--- src/pkg/pei_pkg.sv ---
// Shared constants and types for the PHY extended status and indirect block
package pei_pkg;

  // Clause 22 register offsets
  localparam logic [4:0] REG_ABILITY = 5'h0f;
  localparam logic [4:0] REG_IND_PTR = 5'h10;
  localparam logic [4:0] REG_IND_DATA = 5'h11;
  localparam logic [4:0] REG_XDIAG = 5'h12;

  // Reset and fixed values
  localparam logic [15:0] ABILITY_VALUE = 16'h0000;
  localparam logic [15:0] IND_PTR_RESET = 16'h0000;
  localparam logic [15:0] IND_DATA_RESET = 16'h0000;
  localparam logic [15:0] XDIAG_RESET = 16'h0002;

  // Field positions in crossover_diag_control
  localparam int AUTO_XOVER_BIT = 10;
  localparam int MAN_XOVER_BIT = 9;
  localparam int DIAG_CLK_BIT = 2;
  localparam int RSV_LOW_MSB = 1;
  localparam int RSV_LOW_LSB = 0;
  localparam logic [1:0] RSV_LOW_RESET = 2'h2;

  // Management frame layout
  localparam logic [5:0] PREAMBLE_BITS = 6'h20;
  localparam logic [5:0] HDR_BITS = 6'h0d;
  localparam logic [5:0] DATA_BITS = 6'h10;
  localparam logic [1:0] C22_OP_WRITE = 2'h1;
  localparam logic [1:0] C22_OP_READ = 2'h2;
  localparam logic [1:0] C45_OP_ADDR = 2'h0;
  localparam logic [1:0] C45_OP_WRITE = 2'h1;
  localparam logic [1:0] C45_OP_READ_INC = 2'h2;
  localparam logic [1:0] C45_OP_READ = 2'h3;

  // Station and device addresses of this port
  localparam logic [4:0] PHY_ADDR = 5'h00;
  localparam logic [4:0] MMD_DEVAD = 5'h1e;

  // Indirect register space
  localparam int EXT_DEPTH = 8;
  localparam int EXT_AW = 3;
  localparam logic [15:0] EXT_LIMIT = 16'h0008;

  // Auto crossover hunt interval
  localparam int CLK_MHZ = 200;
  localparam int HUNT_TIME_US = 10;
  localparam int HUNT_CYCLES = HUNT_TIME_US * CLK_MHZ;
  localparam logic [10:0] HUNT_LAST = 11'(HUNT_CYCLES - 1);

  typedef enum logic [1:0] {
    PEI_PRE,
    PEI_HDR,
    PEI_TA,
    PEI_DATA
  } pei_state_t;

endpackage : pei_pkg

--- src/pkg/pei_xover_if.sv ---
// Crossover control and result between register bank and resolver
`timescale 1ns/100ps
`default_nettype none
interface pei_xover_if;
  logic auto_en;
  logic man_sel;
  logic link_good;
  logic mdix;

  modport ctrl (
    output auto_en,
    output man_sel,
    output link_good,
    input mdix
  );

  modport res (
    input auto_en,
    input man_sel,
    input link_good,
    output mdix
  );
endinterface : pei_xover_if
`default_nettype wire

--- src/logic/pei_crossover.sv ---
// MDI/MDIX crossover resolver
`timescale 1ns/100ps
`default_nettype none
module pei_crossover (
  input wire logic clk_in,
  input wire logic rst_in,
  pei_xover_if.res xif
);

  logic mdix;
  logic prev_auto;
  logic [10:0] hunt_cnt;
  logic next_mdix;
  logic next_prev_auto;
  logic [10:0] next_hunt_cnt;

  always_comb begin
    next_mdix = mdix;
    next_prev_auto = xif.auto_en;
    next_hunt_cnt = hunt_cnt;
    if (!xif.auto_en) begin
      // Manual: 1 pairs swapped, 0 straight through
      next_mdix = xif.man_sel;
      next_hunt_cnt = 11'h000;
    end else if (!prev_auto) begin
      // Hunting starts from the preferred setting
      next_mdix = xif.man_sel;
      next_hunt_cnt = 11'h000;
    end else if (xif.link_good) begin
      next_hunt_cnt = 11'h000;
    end else if (hunt_cnt == pei_pkg::HUNT_LAST) begin
      // No link yet: try the other pairing
      next_mdix = ~mdix;
      next_hunt_cnt = 11'h000;
    end else begin
      next_hunt_cnt = hunt_cnt + 11'h001;
    end
  end

  always_ff @(posedge clk_in or posedge rst_in) begin
    if (rst_in) begin
      mdix <= 1'b0;
      prev_auto <= 1'b0;
      hunt_cnt <= 11'h000;
    end else begin
      mdix <= next_mdix;
      prev_auto <= next_prev_auto;
      hunt_cnt <= next_hunt_cnt;
    end
  end

  assign xif.mdix = mdix;

endmodule : pei_crossover
`default_nettype wire

--- src/logic/pei_top.sv ---
// MDIO management slave with extended status, indirect access and crossover
`timescale 1ns/100ps
`default_nettype none
module pei_top (
  input wire logic clk_in,
  input wire logic rst_in,
  input wire logic mdc_in,
  input wire logic mdio_in,
  output logic mdio_out,
  output logic mdio_oe_out,
  input wire logic auto_crossover_strap_in,
  input wire logic link_good_in,
  output logic mdix_out,
  output logic diagnostic_clock_enable_out
);

  pei_xover_if xif ();

  pei_pkg::pei_state_t state;
  pei_pkg::pei_state_t next_state;
  logic mdc_q;
  logic [5:0] cnt;
  logic [15:0] shreg;
  logic [15:0] rdata;
  logic [1:0] op;
  logic [4:0] regad;
  logic is_c45;
  logic hit;
  logic rd;
  logic mdio_o;
  logic mdio_oe;
  logic [15:0] ptr;
  logic [15:0] c45_addr;
  logic [15:0] ext_mem [pei_pkg::EXT_DEPTH];
  logic auto_en;
  logic man_sel;
  logic diag;
  logic [1:0] rsv_low;
  logic strap_done;

  logic [5:0] next_cnt;
  logic [15:0] next_shreg;
  logic [15:0] next_rdata;
  logic [1:0] next_op;
  logic [4:0] next_regad;
  logic next_is_c45;
  logic next_hit;
  logic next_rd;
  logic next_mdio_o;
  logic next_mdio_oe;
  logic [15:0] next_ptr;
  logic [15:0] next_c45_addr;
  logic [15:0] next_ext_mem [pei_pkg::EXT_DEPTH];
  logic next_auto_en;
  logic next_man_sel;
  logic next_diag;
  logic [1:0] next_rsv_low;
  logic next_strap_done;

  logic mdc_rise;
  logic [12:0] hdr;
  logic [15:0] wdata;
  logic [15:0] ctrl_word;
  logic [15:0] ind_word;
  logic [15:0] c45_word;
  logic [15:0] c22_word;

  assign mdc_rise = mdc_in & ~mdc_q;
  assign hdr = {shreg[11:0], mdio_in};
  assign wdata = {shreg[14:0], mdio_in};
  assign ctrl_word = {5'h00, auto_en, man_sel, 6'h00, diag, rsv_low};
  assign ind_word = (ptr < pei_pkg::EXT_LIMIT) ?
                    ext_mem[ptr[pei_pkg::EXT_AW-1:0]] : 16'h0000;
  assign c45_word = (c45_addr < pei_pkg::EXT_LIMIT) ?
                    ext_mem[c45_addr[pei_pkg::EXT_AW-1:0]] : 16'h0000;

  // Offsets outside this slice read as zero here
  always_comb begin
    unique case (hdr[4:0])
      pei_pkg::REG_ABILITY: c22_word = pei_pkg::ABILITY_VALUE;
      pei_pkg::REG_IND_PTR: c22_word = ptr;
      pei_pkg::REG_IND_DATA: c22_word = ind_word;
      pei_pkg::REG_XDIAG: c22_word = ctrl_word;
      default: c22_word = 16'h0000;
    endcase
  end

  always_comb begin
    next_state = state;
    next_cnt = cnt;
    next_shreg = shreg;
    next_rdata = rdata;
    next_op = op;
    next_regad = regad;
    next_is_c45 = is_c45;
    next_hit = hit;
    next_rd = rd;
    next_mdio_o = mdio_o;
    next_mdio_oe = mdio_oe;
    next_ptr = ptr;
    next_c45_addr = c45_addr;
    next_ext_mem = ext_mem;
    next_auto_en = auto_en;
    next_man_sel = man_sel;
    next_diag = diag;
    next_rsv_low = rsv_low;
    next_strap_done = 1'b1;
    // Strap caught on the first edge after reset release
    if (!strap_done) begin
      next_auto_en = auto_crossover_strap_in;
    end
    if (mdc_rise) begin
      unique case (state)
        pei_pkg::PEI_PRE: begin
          if (mdio_in) begin
            if (cnt != pei_pkg::PREAMBLE_BITS) begin
              next_cnt = cnt + 6'h01;
            end
          end else if (cnt == pei_pkg::PREAMBLE_BITS) begin
            // First start bit seen; both clauses open with 0
            next_state = pei_pkg::PEI_HDR;
            next_cnt = 6'h00;
          end else begin
            next_cnt = 6'h00;
          end
        end
        pei_pkg::PEI_HDR: begin
          next_shreg = wdata;
          next_cnt = cnt + 6'h01;
          if (cnt == pei_pkg::HDR_BITS - 6'h01) begin
            next_state = pei_pkg::PEI_TA;
            next_cnt = 6'h00;
            next_is_c45 = ~hdr[12];
            next_op = hdr[11:10];
            next_regad = hdr[4:0];
            next_hit = (hdr[9:5] == pei_pkg::PHY_ADDR) &&
                       (hdr[12] || hdr[4:0] == pei_pkg::MMD_DEVAD);
            next_rd = next_hit && (hdr[12] ?
                      (hdr[11:10] == pei_pkg::C22_OP_READ) : hdr[11]);
            next_rdata = hdr[12] ? c22_word : c45_word;
            if (next_hit && !hdr[12] &&
                hdr[11:10] == pei_pkg::C45_OP_READ_INC) begin
              // Only the direct address steps; the pointer never does
              next_c45_addr = c45_addr + 16'h0001;
            end
          end
        end
        pei_pkg::PEI_TA: begin
          next_cnt = cnt + 6'h01;
          if (cnt == 6'h00) begin
            next_mdio_oe = rd;
            next_mdio_o = 1'b0;
          end else begin
            next_mdio_o = rd & rdata[15];
            next_rdata = {rdata[14:0], 1'b0};
            next_state = pei_pkg::PEI_DATA;
            next_cnt = 6'h00;
          end
        end
        pei_pkg::PEI_DATA: begin
          next_shreg = wdata;
          next_cnt = cnt + 6'h01;
          next_mdio_o = rd & rdata[15];
          next_rdata = {rdata[14:0], 1'b0};
          if (cnt == pei_pkg::DATA_BITS - 6'h01) begin
            next_state = pei_pkg::PEI_PRE;
            next_cnt = 6'h00;
            next_mdio_oe = 1'b0;
            next_mdio_o = 1'b0;
            next_rd = 1'b0;
            if (hit && !is_c45 && op == pei_pkg::C22_OP_WRITE) begin
              unique case (regad)
                pei_pkg::REG_IND_PTR: next_ptr = wdata;
                pei_pkg::REG_IND_DATA: begin
                  if (ptr < pei_pkg::EXT_LIMIT) begin
                    next_ext_mem[ptr[pei_pkg::EXT_AW-1:0]] = wdata;
                  end
                end
                pei_pkg::REG_XDIAG: begin
                  next_auto_en = wdata[pei_pkg::AUTO_XOVER_BIT];
                  next_man_sel = wdata[pei_pkg::MAN_XOVER_BIT];
                  next_diag = wdata[pei_pkg::DIAG_CLK_BIT];
                  next_rsv_low =
                    wdata[pei_pkg::RSV_LOW_MSB:pei_pkg::RSV_LOW_LSB];
                end
                default: begin
                end
              endcase
            end
            if (hit && is_c45 && op == pei_pkg::C45_OP_ADDR) begin
              next_c45_addr = wdata;
            end
            if (hit && is_c45 && op == pei_pkg::C45_OP_WRITE &&
                c45_addr < pei_pkg::EXT_LIMIT) begin
              next_ext_mem[c45_addr[pei_pkg::EXT_AW-1:0]] = wdata;
            end
          end
        end
      endcase
    end
  end

  always_ff @(posedge clk_in or posedge rst_in) begin
    if (rst_in) begin
      state <= pei_pkg::PEI_PRE;
      mdc_q <= 1'b0;
      cnt <= 6'h00;
      shreg <= 16'h0000;
      rdata <= 16'h0000;
      op <= 2'h0;
      regad <= 5'h00;
      is_c45 <= 1'b0;
      hit <= 1'b0;
      rd <= 1'b0;
      mdio_o <= 1'b0;
      mdio_oe <= 1'b0;
      ptr <= pei_pkg::IND_PTR_RESET;
      c45_addr <= 16'h0000;
      for (int i = 0; i < pei_pkg::EXT_DEPTH; i++) begin
        ext_mem[i] <= pei_pkg::IND_DATA_RESET;
      end
      auto_en <= pei_pkg::XDIAG_RESET[pei_pkg::AUTO_XOVER_BIT];
      man_sel <= pei_pkg::XDIAG_RESET[pei_pkg::MAN_XOVER_BIT];
      diag <= pei_pkg::XDIAG_RESET[pei_pkg::DIAG_CLK_BIT];
      rsv_low <= pei_pkg::RSV_LOW_RESET;
      strap_done <= 1'b0;
    end else begin
      state <= next_state;
      mdc_q <= mdc_in;
      cnt <= next_cnt;
      shreg <= next_shreg;
      rdata <= next_rdata;
      op <= next_op;
      regad <= next_regad;
      is_c45 <= next_is_c45;
      hit <= next_hit;
      rd <= next_rd;
      mdio_o <= next_mdio_o;
      mdio_oe <= next_mdio_oe;
      ptr <= next_ptr;
      c45_addr <= next_c45_addr;
      ext_mem <= next_ext_mem;
      auto_en <= next_auto_en;
      man_sel <= next_man_sel;
      diag <= next_diag;
      rsv_low <= next_rsv_low;
      strap_done <= next_strap_done;
    end
  end

  assign xif.auto_en = auto_en;
  assign xif.man_sel = man_sel;
  assign xif.link_good = link_good_in;

  pei_crossover pei_crossover_inst (
    .clk_in(clk_in),
    .rst_in(rst_in),
    .xif(xif)
  );

  assign mdio_out = mdio_o;
  assign mdio_oe_out = mdio_oe;
  assign mdix_out = xif.mdix;
  assign diagnostic_clock_enable_out = diag;

endmodule : pei_top
`default_nettype wire

--- config.mk ---
export PLATFORM = sky130hd
export DESIGN_NAME = pei_top
export DESIGN_NICKNAME = d
export VERILOG_FILES = /design/src/pkg/pei_pkg.sv /design/src/pkg/pei_xover_if.sv /design/src/logic/pei_crossover.sv /design/src/logic/pei_top.sv
export SDC_FILE = /design/constraint.sdc
export NUM_CORES = 1
export LEC_CHECK = 0
export ABC_AREA = 1
export BUFFER_PORTS_ARGS = -buffer_cell sky130_fd_sc_hd__clkbuf_2
export CAP_MARGIN = 20
export CELL_PAD_IN_SITES_DETAIL_PLACEMENT = 1
export CELL_PAD_IN_SITES_GLOBAL_PLACEMENT = 2
export CORE_ASPECT_RATIO = 1.4
export CORE_MARGIN = 3
export CORE_UTILIZATION = 40
export CTS_CLUSTER_SIZE = 16
export DETAILED_ROUTE_END_ITERATION = 10
export HOLD_SLACK_MARGIN = 0.08
export PLACE_DENSITY_LB_ADDON = 0.08
export RECOVER_POWER = 50
export SLEW_MARGIN = 20
export SYNTH_ARGS = -nofsm -noshare
export SYNTH_HDL_FRONTEND = slang
export SYNTH_SLANG_ARGS = --single-unit
--- constraint.sdc ---
create_clock -name clk_in -period 13.3 [get_ports clk_in]
set_clock_uncertainty 0.2 [all_clocks]
set_input_delay 1.33 -clock clk_in [delete_from_list [all_inputs] [get_ports clk_in]]
set_output_delay 1.33 -clock clk_in [all_outputs]
set_load 0.02 [all_outputs]
==> reports/metrics.yaml, run 1 <==
status:
  status: "finished, violations left"
  violations: "capacitance limit, slew limit"
routing:
  drtIter0Drc: 888
  vias: 13611
  first_pass_iters: 5
  postRouteAntennaNets: 0
  route.detailed.drc: 0
  routed_wl_um: 56700
  wl_per_cell_um: 23.1
  viasPerCell: 5.55
clock_tree:
  post_cts_resized: 0
  postCtsSetupBuffers: 0
  cts.sinks: 231
  cts_tree: "yes"
  postCtsHoldBufs: 0
  cts_max_level: 1
  clk_pin_slew_ns: 0.06
  clock_latency_ns: 0.57
  cts-root-buf: "clkbuf_16"
  cts_buffers: 27
  clockBufferDepth: 3
floorplan:
  io_pins: 10
  die_h_um: 225
  die-area_um2: 36600
  fp-row-count: 79
  start_util_pct: 41.0
  core_um2: 33500
  die_width_um: 163
critical_path:
  cp_num_cells: 4
  slowest_delay_ns: 2.90
  critPathRequiredTime_ns: 13.67
  r2r_slack_ns: 7.79
  crit_family: "buffers and inverters"
  path_common_cell: "buf_4"
  crit_path_start: "rst_in"
  worstSetupEndpoint: "ptr[0]"
  cp-start-kind: "primary input"
  worstSetupEndpointType: "async pin"
  path_cells: "clkbuf_2, clkinvlp_2, buf_4, buf_4"
  crit_type: "primary input to async pin"
  reg2reg_to: "ext_mem[22]"
  crit_slowest_cell: "clkinvlp_2"
  path_buf_inv: 4
  r2r-start: "state[0]"
  reg2regPathDepth: 7
  path_max_fanout: 108
  critPathArrivalTime_ns: 6.17
timing:
  min_period_ns: 5.80
  tightestPinTransition_ns: 5.23
  setup_ws_ns: 7.50
  rsz0062_at_grt: "no"
  fin_setup_tns_ns: 0
  post-route-period-util_pct: 43.6
  finalSetupViolations: 0
  slew_violations: 195
  max_freq_ghz: 0.172
  slew_headroom_pct: -251
  finalHoldViolCount: 0
  holdWs_ns: 0.272
synth:
  ys_warn_count: 0
  synth_nets: 2046
  avgSynthCellArea_um2: 6.76
  synth_edf_count: 0
  synthTopCellsByArea: "dfrtp_1 42%, nand2_1 20%, nand3_1 9.2%"
  synth_top_area_cell: "dfrtp_1"
  synth_flop_cell: "dfrtp_1"
  synth_most_common_cell: "nand2_1"
  ys_seq_area_share_pct: 42.1
  ys_ff_latch: 231
  netlist_instances: 2031
  yosys-top-cells-count: "742 x nand2_1, 253 x nand3_1, 230 x dfrtp_1"
  synth-async-reset-ratio_pct: 100
  netlist.area_leader.share_pct: 41.9
  synth.distinct_cells: 41
  syn_area_um2: 13700
layout:
  n_antenna_cell: 0
  final_layout_size_suffix_gt1_share_pct: 5.92
  area_growth_pct: 8.42
  final_nets: 2003
placement:
  io_buffers: 9
  gp_congestion: 0.911
  dp_hpwl_um: 38900
  dp_slack_ns: 9.07
grt:
  antenna_found_initial: 0
  grt_pass1_vias: 14357
  grt_max_degree: 109
  grt_pass1_wl_um: 87100
  grt_remaining_overflow: 0
  track_usage_pct: 31.4
power:
  cellPowerDensity_nw_per_um2: 159
  peakVddDrop_uv: 104
  power.leakage_nw: 7.50
worst_hold_path:
  min_path_type: "flop to flop"
run:
  maxCapViolCount: 3
worst min path at each step:
stage,startpoint,endpoint,slack (ns),depth (start not counted)
after floorplan,auto_en,pei_crossover_inst.prev_auto,0.21,0
after global placement,auto_en,pei_crossover_inst.prev_auto,0.25,0
after detailed placement,ext_mem[86],ext_mem[86],0.26,2
after CTS,ext_mem[51],ext_mem[51],0.27,2
after global routing,auto_en,pei_crossover_inst.prev_auto,0.29,0
final,auto_en,pei_crossover_inst.prev_auto,0.27,0
cells in the final DEF, fill, tap and decap left out, drive strengths merged, types with 4 or more instances in the layout:
cell type	n
nor2	147
nand2	752
clkbuf	51
nand3	253
nand4	25
clkinvlp	4
ha	9
clkinv	5
a21oi	53
inv	225
xor2	6
o21ai	160
o22ai	5
dfrtp	230
buf	23
nand3b	14
a31oi	13
nor3	20
routing by layer:
metal | up-vias | GRT usage, % | wire, um
met4 | 0 | 21.7 | 4730
met3 | 181 | 3.47 | 2060
met2 | 367 | 53.9 | 27500
li1 | 6337 | - | -
met5 | - | 0 | 0
met1 | 6726 | 36.6 | 22400
where the power goes:
part	internal [mW]	switching, mW
Sequential	0.765	0.102
Combinational	0.190	0.526
Clock	0.462	0.325
registers in the layout, indices dropped and copies added, names as in the netlist, 2 cells and up:
signal	cells
ext_mem	128
c45_addr	16
ptr	16
rdata	16
shreg	15
pei_crossover_inst.hunt_cnt	11
cnt	6
regad	5
op	2
rsv_low	2
state	2
final cells by class:
class                   instances  area (um^2)
clock buffers                  40          815
flip-flops and latches        231         5780
fillers                      4366        18600
repair buffers                 34          218
well taps                     445          557
inverters                     226          850
multi-input cells            1468         6550
clock inverters                10          111
kinds of logic (layout without fill, tap and decap cells):
logic type	Yosys count	count (layout)	synth area share [%]
buf+inv	332	310	10.1
flops	231	231	42.1
other cells	1	1	0.0273
xor+xnor	7	7	0.446
mux	1	1	0.0729
fa+ha+maj	9	9	0.820
compound gates	236	236	9.13
simple gates	1214	1214	37.3
through the flow:
step           total power, mW  cells  util [%]  cell area (um^2)
5_1_grt                   2.51   2454      44.4             14900
6_report                  2.37   2454      44.4             14900
3_5_place_dp              1.59   2404      41.8             14000
2_1_floorplan             1.33   2031         -             13700
4_1_cts                   2.38   2454      44.5             14900
3_3_place_gp              1.57   2404      41.8             14000
Power figures use the tool's default switching activity.
==> run 2: changes to the inputs <==
--- a/config.mk
+++ b/config.mk
@@ -12,7 +12,7 @@
 export CELL_PAD_IN_SITES_GLOBAL_PLACEMENT = 2
 export CORE_ASPECT_RATIO = 1.4
 export CORE_MARGIN = 3
-export CORE_UTILIZATION = 40
+export CORE_UTILIZATION = 33
 export CTS_CLUSTER_SIZE = 16
 export DETAILED_ROUTE_END_ITERATION = 10
 export HOLD_SLACK_MARGIN = 0.08
==> constraint.sdc (replaced) <==
create_clock -name clk_in -period 4.8 [get_ports clk_in]
set_clock_uncertainty 0.2 [all_clocks]
set_input_delay 0.48 -clock clk_in [delete_from_list [all_inputs] [get_ports clk_in]]
set_output_delay 0.48 -clock clk_in [all_outputs]
set_load 0.02 [all_outputs]
==> run 2 against run 1 <==
  * The flow still finishes with violations (capacitance limit, slew limit)
  * Sequential cell count is the same
  * Clock-buffer cell count up 1
  * Worst hold slack worse by 0.14 ns
  * Total power rose to 2.9 times the previous value
  * Clock power grew to 3.0 times the previous value
  * First-iteration DRC count down 4.8%
  * Core utilization fell by 7.1 points
  * Sequential power grew to 2.8 times the previous value
  * Highest routed layer unchanged
==> reports/metrics.yaml, run 2 (synthesized netlist as in run 1, its figures left out) <==
layout:
  area_growth_pct: 10.7  # was 8.42%
  layout_commonest_cell: "nand2_1"  # unchanged
  nFillCells: 5195  # was 4,366
  regMostFlops: "ext_mem"  # unchanged
  n_antenna_cell: 0  # unchanged
  fin_area_um2: 15200  # was 14,900 um^2
  most-common-layout-cells: "742 x nand2_1, 253 x nand3_1, 228 x dfrtp_1, 212 x inv_1, 135 x nor2_1"  # was 743 x nand2_1, 253 x nand3_1, 228 x dfrtp_1, 213 x inv_1, 135 x nor2_1
  final_nets: 2012  # was 2,003
  final_layout_size_suffix_gt1_share_pct: 6.59  # was 5.92%
  largest_reg_flops: 128  # unchanged
critical_path:
  critPathArrivalTime_ns: 3.16  # was 6.17 ns
  crit_slowest_cell: "clkbuf_2"  # was clkinvlp_2
  worstSetupEndpointType: "async pin"  # unchanged
  crit_family: "buffers and inverters"  # unchanged
  r2r-start: "ptr[1]"  # was state[0]
  path_max_fanout: 94  # was 108
  crit_path_start: "rst_in"  # unchanged
  worstSetupEndpoint: "c45_addr[0]"  # was ptr[0]
  reg2reg_to: "ext_mem[71]"  # was ext_mem[22]
  slowest_delay_ns: 1.89  # was 2.90 ns
  reg2regPathDepth: 7  # unchanged
  path_buf_inv: 4  # unchanged
  path_cells: "dlygate4sd3_1, clkbuf_1, clkinvlp_2, clkbuf_2"  # was clkbuf_2, clkinvlp_2, buf_4, buf_4
  r2r_slack_ns: 1.38  # was 7.79 ns
  crit_type: "primary input to async pin"  # unchanged
  cp-start-kind: "primary input"  # unchanged
  critPathRequiredTime_ns: 4.51  # was 13.67 ns
  cp_num_cells: 4  # unchanged
timing:
  slew_headroom_pct: -77.2  # was -251%
  post-route-period-util_pct: 71.8
  finalHoldViolCount: 0  # unchanged
  fin_setup_tns_ns: 0  # unchanged
  min_period_ns: 3.45
  slew_violations: 95  # was 195
  max_freq_ghz: 0.290
  setup_ws_ns: 1.35  # was 7.50 ns
  tightestPinTransition_ns: 2.66  # was 5.23 ns
  holdWs_ns: 0.130  # was 0.272 ns
  finalSetupViolations: 0  # unchanged
  rsz0062_at_grt: "no"  # unchanged
placement:
  io_buffers: 9  # unchanged
  dp_slack_ns: 1.38  # was 9.07 ns
  placed_cell_area_um2: 14200  # was 14,000 um^2
  gp_congestion: 0.923  # was 0.911
  dp_hpwl_um: 42600  # was 38,900 um
clock_tree:
  post_cts_resized: 0  # unchanged
  postCtsHoldBufs: 4  # was 0
  clockBufferDepth: 3  # unchanged
  clock_latency_ns: 0.58  # was 0.57 ns
  cts-root-buf: "clkbuf_16"  # unchanged
  cts_tree: "yes"  # unchanged
  postCtsSetupBuffers: 0  # unchanged
  cts_max_level: 1  # unchanged
  clk_pin_slew_ns: 0.06  # about the same
  cts_buffers: 29  # was 27
  cts.sinks: 231  # unchanged
power:
  peakVddDrop_uv: 326  # was 104 uV
  cellPowerDensity_nw_per_um2: 449  # was 159 nW/um^2
  power.leakage_nw: 7.61  # was 7.50 nW
grt:
  grt_max_degree: 138  # was 109
  antenna_found_initial: 0  # unchanged
  grt_pass1_vias: 13906  # was 14,357
  track_usage_pct: 27.0  # was 31.4%
  grt_remaining_overflow: 0  # unchanged
  grt_pass1_wl_um: 89100  # was 87,100 um
routing:
  first_pass_iters: 5  # unchanged
  route.detailed.drc: 0  # unchanged
  wl_per_cell_um: 23.1  # about the same
  routed_wl_um: 58900  # was 56,700 um
  viasPerCell: 5.24  # was 5.55
  vias: 13373  # was 13,611
  drtIter0Drc: 845  # was 888
  postRouteAntennaNets: 0  # unchanged
status:
  status: "finished, violations left"  # unchanged
  violations: "capacitance limit, slew limit"  # unchanged
floorplan:
  fp-row-count: 87  # was 79
  die_width_um: 178  # was 163 um
  core_um2: 40700  # was 33,500 um^2
  die-area_um2: 44100  # was 36,600 um^2
  start_util_pct: 33.7  # was 41.0%
  die_h_um: 247  # was 225 um
  io_pins: 10  # unchanged
worst_hold_path:
  min_path_type: "primary input to flop"  # was flop to flop
  hold_depth: 5  # was 0
run:
  maxCapViolCount: 1  # was 3
run 2: changes by cell type in the layout (fill, tap and decap cells not counted), sizes merged:
cell         change
dlygate4sd3      +4
clkinvlp         -3
clkinv           +3
buf              +4
bufinv           +3
inv              -1
run 2: area by class of cell:
class / instances / area [um^2] / area share [%]
flip-flops and latches: 231 / 5780 / 38.1
well taps: 534 / 668 / 4.40
inverters: 226 / 850 / 5.59
multi-input cells: 1468 / 6570 / 43.2
clock buffers: 41 / 821 / 5.40
clock inverters: 12 / 189 / 1.24
repair buffers: 41 / 317 / 2.08
run 2: worst min-delay path by stage:
stage | startpoint | to | slack [ns]
global placement | pei_crossover_inst.hunt_cnt[10] | pei_crossover_inst.hunt_cnt[10] | 0.25
finish | link_good_in | pei_crossover_inst.xif.mdix | 0.13
CTS | link_good_in | pei_crossover_inst.xif.mdix | 0.11
detailed placement | ext_mem[31] | ext_mem[31] | 0.26
global route | link_good_in | pei_crossover_inst.xif.mdix | 0.22
floorplan | auto_en | pei_crossover_inst.prev_auto | 0.21
run 2: stage by stage:
step                      instances  power (mW)  utilization, %
after floorplan                2031        3.68               -
after global placement         2496        4.45            34.8
after detailed placement       2496        4.48            34.8
after CTS                      2553        6.91            37.4
after global routing           2553        7.26            37.3
final                          2553        6.83            37.3
run 2: routing by layer:
metal | up-vias | track usage (%) | routed length [um]
met5 | - | 0 | 0
met4 | 0 | 13.9 | 3620
met3 | 126 | 2.25 | 2040
met2 | 325 | 46.7 | 28900
met1 | 6554 | 33.3 | 24300
li1 | 6368 | - | -
run 2: worst min-delay path, stage by stage:
cell and delay, ns:
clkbuf_2 0.09, nor2_1 0.08, nand2_1 0.07, nand4_1 0.09, nand2_1 0.06
run 2: report_power, final:
group	leakage [nW]	total (mW)	internal (mW)	switching, mW
registers	3.10	2.43	2.12	0.308
clock network	0.500	2.39	1.45	0.938
logic	4.01	2.01	0.544	1.47
total	7.61	6.83	4.11	2.71
==> run 3: changes to the inputs <==
==> constraint.sdc (replaced) <==
create_clock -name clk_in -period 3 [get_ports clk_in]
set_clock_uncertainty 0.2 [all_clocks]
set_input_delay 0.3 -clock clk_in [delete_from_list [all_inputs] [get_ports clk_in]]
set_output_delay 0.3 -clock clk_in [all_outputs]
set_load 0.02 [all_outputs]
==> run 3 against run 2 <==
  * The run now ends clean
  * Die area stayed put
  * Final cell count increased by 1.9%
  * Via count rose by 0.99%
  * Design area up 2.8%
  * Clock-buffer cell count is 1 higher
  * Total power increased by 61%
  * Worst hold slack better by 0.083 ns
  * Non-clock buffer count is 49 higher
  * Sequential share of layout area is 1.0 points lower
  * Wire length down 0.72%
  * Clock power rose by 53%
  * Register-to-register slack lost 1.1 ns
  * Critical path type is now flop to flop
  * Largest cell class unchanged
==> reports/metrics.yaml, run 3 (synthesized netlist as in run 1, its figures left out) <==
layout:
  nFillCells: 5215  # was 5,195
  multi_input_area_um2: 6570  # unchanged
  layout_commonest_cell: "nand2_1"  # unchanged
  final_layout_size_suffix_gt1_share_pct: 8.76  # was 6.59%
  area_growth_pct: 13.8  # was 10.7%
  seq_area_um2: 5780  # unchanged
  largest_reg_flops: 128  # unchanged
  most-common-layout-cells: "742 x nand2_1, 253 x nand3_1, 228 x dfrtp_1, 212 x inv_1, 135 x nor2_1"  # unchanged
  n_antenna_cell: 0  # unchanged
  fin_area_um2: 15600  # was 15,200 um^2
  regMostFlops: "ext_mem"  # unchanged
  fin_util_pct: 38.4  # was 37.3%
  final_nets: 2060  # was 2,012
clock_tree:
  clockBufferDepth: 3  # unchanged
  clk_pin_slew_ns: 0.06  # about the same
  cts_buffers: 28  # was 29
  clock_latency_ns: 0.57  # was 0.58 ns
  cts-root-buf: "clkbuf_16"  # unchanged
  cts.sinks: 231  # unchanged
  postCtsSetupBuffers: 0  # unchanged
  cts_tree: "yes"  # unchanged
  cts_max_level: 1  # unchanged
timing:
  setup_ws_ns: 0.242  # was 1.35 ns
  slew_headroom_pct: 4.75  # was -77.2%
  finalHoldViolCount: 0  # unchanged
  post-route-period-util_pct: 91.9
  slew_violations: 0  # was 95
  fin_setup_tns_ns: 0  # unchanged
  max_freq_ghz: 0.363
  min_period_ns: 2.76
  finalSetupViolations: 0  # unchanged
  tightestPinTransition_ns: 1.43  # was 2.66 ns
  rsz0062_at_grt: "no"  # unchanged
critical_path:
  worstSetupEndpointType: "flop"  # was async pin
  reg2regPathDepth: 10  # was 7
  path_common_cell: "nand2_1"
  slowest_delay_ns: 0.42  # was 1.89 ns
  crit_slowest_cell: "dfrtp_1"  # was clkbuf_2
  cp-start-kind: "flop"  # was primary input
  path_cells: "nor2_1, nand2_1, nor2_1, nand2_1, clkinv_2, nand4_1, o21ai_2, nand2_2, nand2_1, nand2_1"  # was dlygate4sd3_1, clkbuf_1, clkinvlp_2, clkbuf_2
  critPathRequiredTime_ns: 3.25  # was 4.51 ns
  reg2reg_to: "ext_mem[107]"  # was ext_mem[71]
  r2r-start: "c45_addr[7]"  # was ptr[1]
  path_max_fanout: 18  # was 94
  crit_type: "flop to flop"  # was primary input to async pin
  critPathArrivalTime_ns: 3.01  # was 3.16 ns
  r2r_slack_ns: 0.24  # was 1.38 ns
floorplan:
  start_util_pct: 33.7  # unchanged
  io_pins: 10  # unchanged
  die-area_um2: 44100  # unchanged
  fp-row-count: 87  # unchanged
  core_um2: 40700  # unchanged
  die_width_um: 178  # unchanged
  die_h_um: 247  # unchanged
worst_hold_path:
  hold_depth: 2  # was 5
  min_path_type: "primary input to flop"  # unchanged
  whs_endpoint: "mdc_q"  # was pei_crossover_inst.xif.mdix
  hold_start: "mdc_in"  # was link_good_in
grt:
  antenna_found_initial: 0  # unchanged
  grt_remaining_overflow: 0  # unchanged
  grt_max_degree: 141  # was 138
  grt_pass1_wl_um: 89300  # was 89,100 um
  track_usage_pct: 27.0  # about the same
  grt_pass1_vias: 13984  # was 13,906
placement:
  gp_congestion: 0.887  # was 0.923
  io_buffers: 9  # unchanged
  dp_hpwl_um: 43000  # was 42,600 um
  placed_cell_area_um2: 14600  # was 14,200 um^2
  dp_slack_ns: 0.224  # was 1.38 ns
routing:
  route.detailed.drc: 0  # unchanged
  first_pass_iters: 5  # unchanged
  routed_wl_um: 58500  # was 58,900 um
  drtIter0Drc: 998  # was 845
  viasPerCell: 5.19  # was 5.24
  postRouteAntennaNets: 0  # unchanged
  vias: 13506  # was 13,373
  wl_per_cell_um: 22.5  # was 23.1 um
status:
  status: "finished clean"  # was finished, violations left
run:
  maxCapViolCount: 0  # was 1
power:
  power.leakage_nw: 7.85  # was 7.61 nW
  peakVddDrop_uv: 474  # was 326 uV
  cellPowerDensity_nw_per_um2: 705  # was 449 nW/um^2
  finalPower_mw: 11.0  # was 6.83 mW
[run 3: through the flow]
stage               instances  hold slack, ns
finish                   2601           0.212
detailed placement       2544           0.226
global placement         2544           0.225
CTS                      2601           0.177
global route             2601           0.248
floorplan                2031           0.131
[run 3: routing by layer]
layer / vias up / track usage, % / wire (um)
met5: - / 0 / 0
met4: 0 / 12.9 / 3180
met3: 113 / 2.89 / 2270
met2: 295 / 46.0 / 28700
met1: 6645 / 34.1 / 24400
li1: 6453 / - / -
[run 3: area by class of cell]
type | instances | share of cell area (%)
Multi-Input combinational cell | 1468 | 42.1
Sequential cell | 231 | 37.0
Inverter | 226 | 5.44
Clock buffer | 42 | 5.40
Timing Repair Buffer | 90 | 4.97
Tap cell | 534 | 4.28
Clock inverter | 10 | 0.833
[run 3: timing repair]
| action | CTS | global route |
|---|---|---|
| hold endpoints to repair | 242 | 0 |
| resized for setup | 0 | 1 |
| setup endpoints to repair | 0 | 12 |
| hold buffers | 5 | 0 |
[run 3: power by group]
group / leakage, nW / switching [mW] / internal, mW
logic: 4.27 / 2.63 / 1.02
registers: 3.10 / 0.320 / 3.39
clock network: 0.477 / 1.46 / 2.19
total: 7.85 / 4.41 / 6.61
[run 3: worst max-delay path: cells and delay by family (launching register included)]
family / cells / cell delay, ns
buffers and inverters: 1 / 0.33
flip-flops: 1 / 0.42
AND/OR/NAND/NOR: 8 / 1.35
AO/OA/AOI/OAI: 1 / 0.32
[run 3: worst max path at each step]
stage                startpoint      endpoint  depth (start not counted)
floorplan                rst_in       auto_en                          1
global placement    c45_addr[5]  ext_mem[104]                         10
detailed placement  c45_addr[5]  ext_mem[103]                         10
CTS                 c45_addr[7]  ext_mem[103]                         10
global route        c45_addr[7]  ext_mem[101]                         10
finish              c45_addr[7]  ext_mem[107]                         10
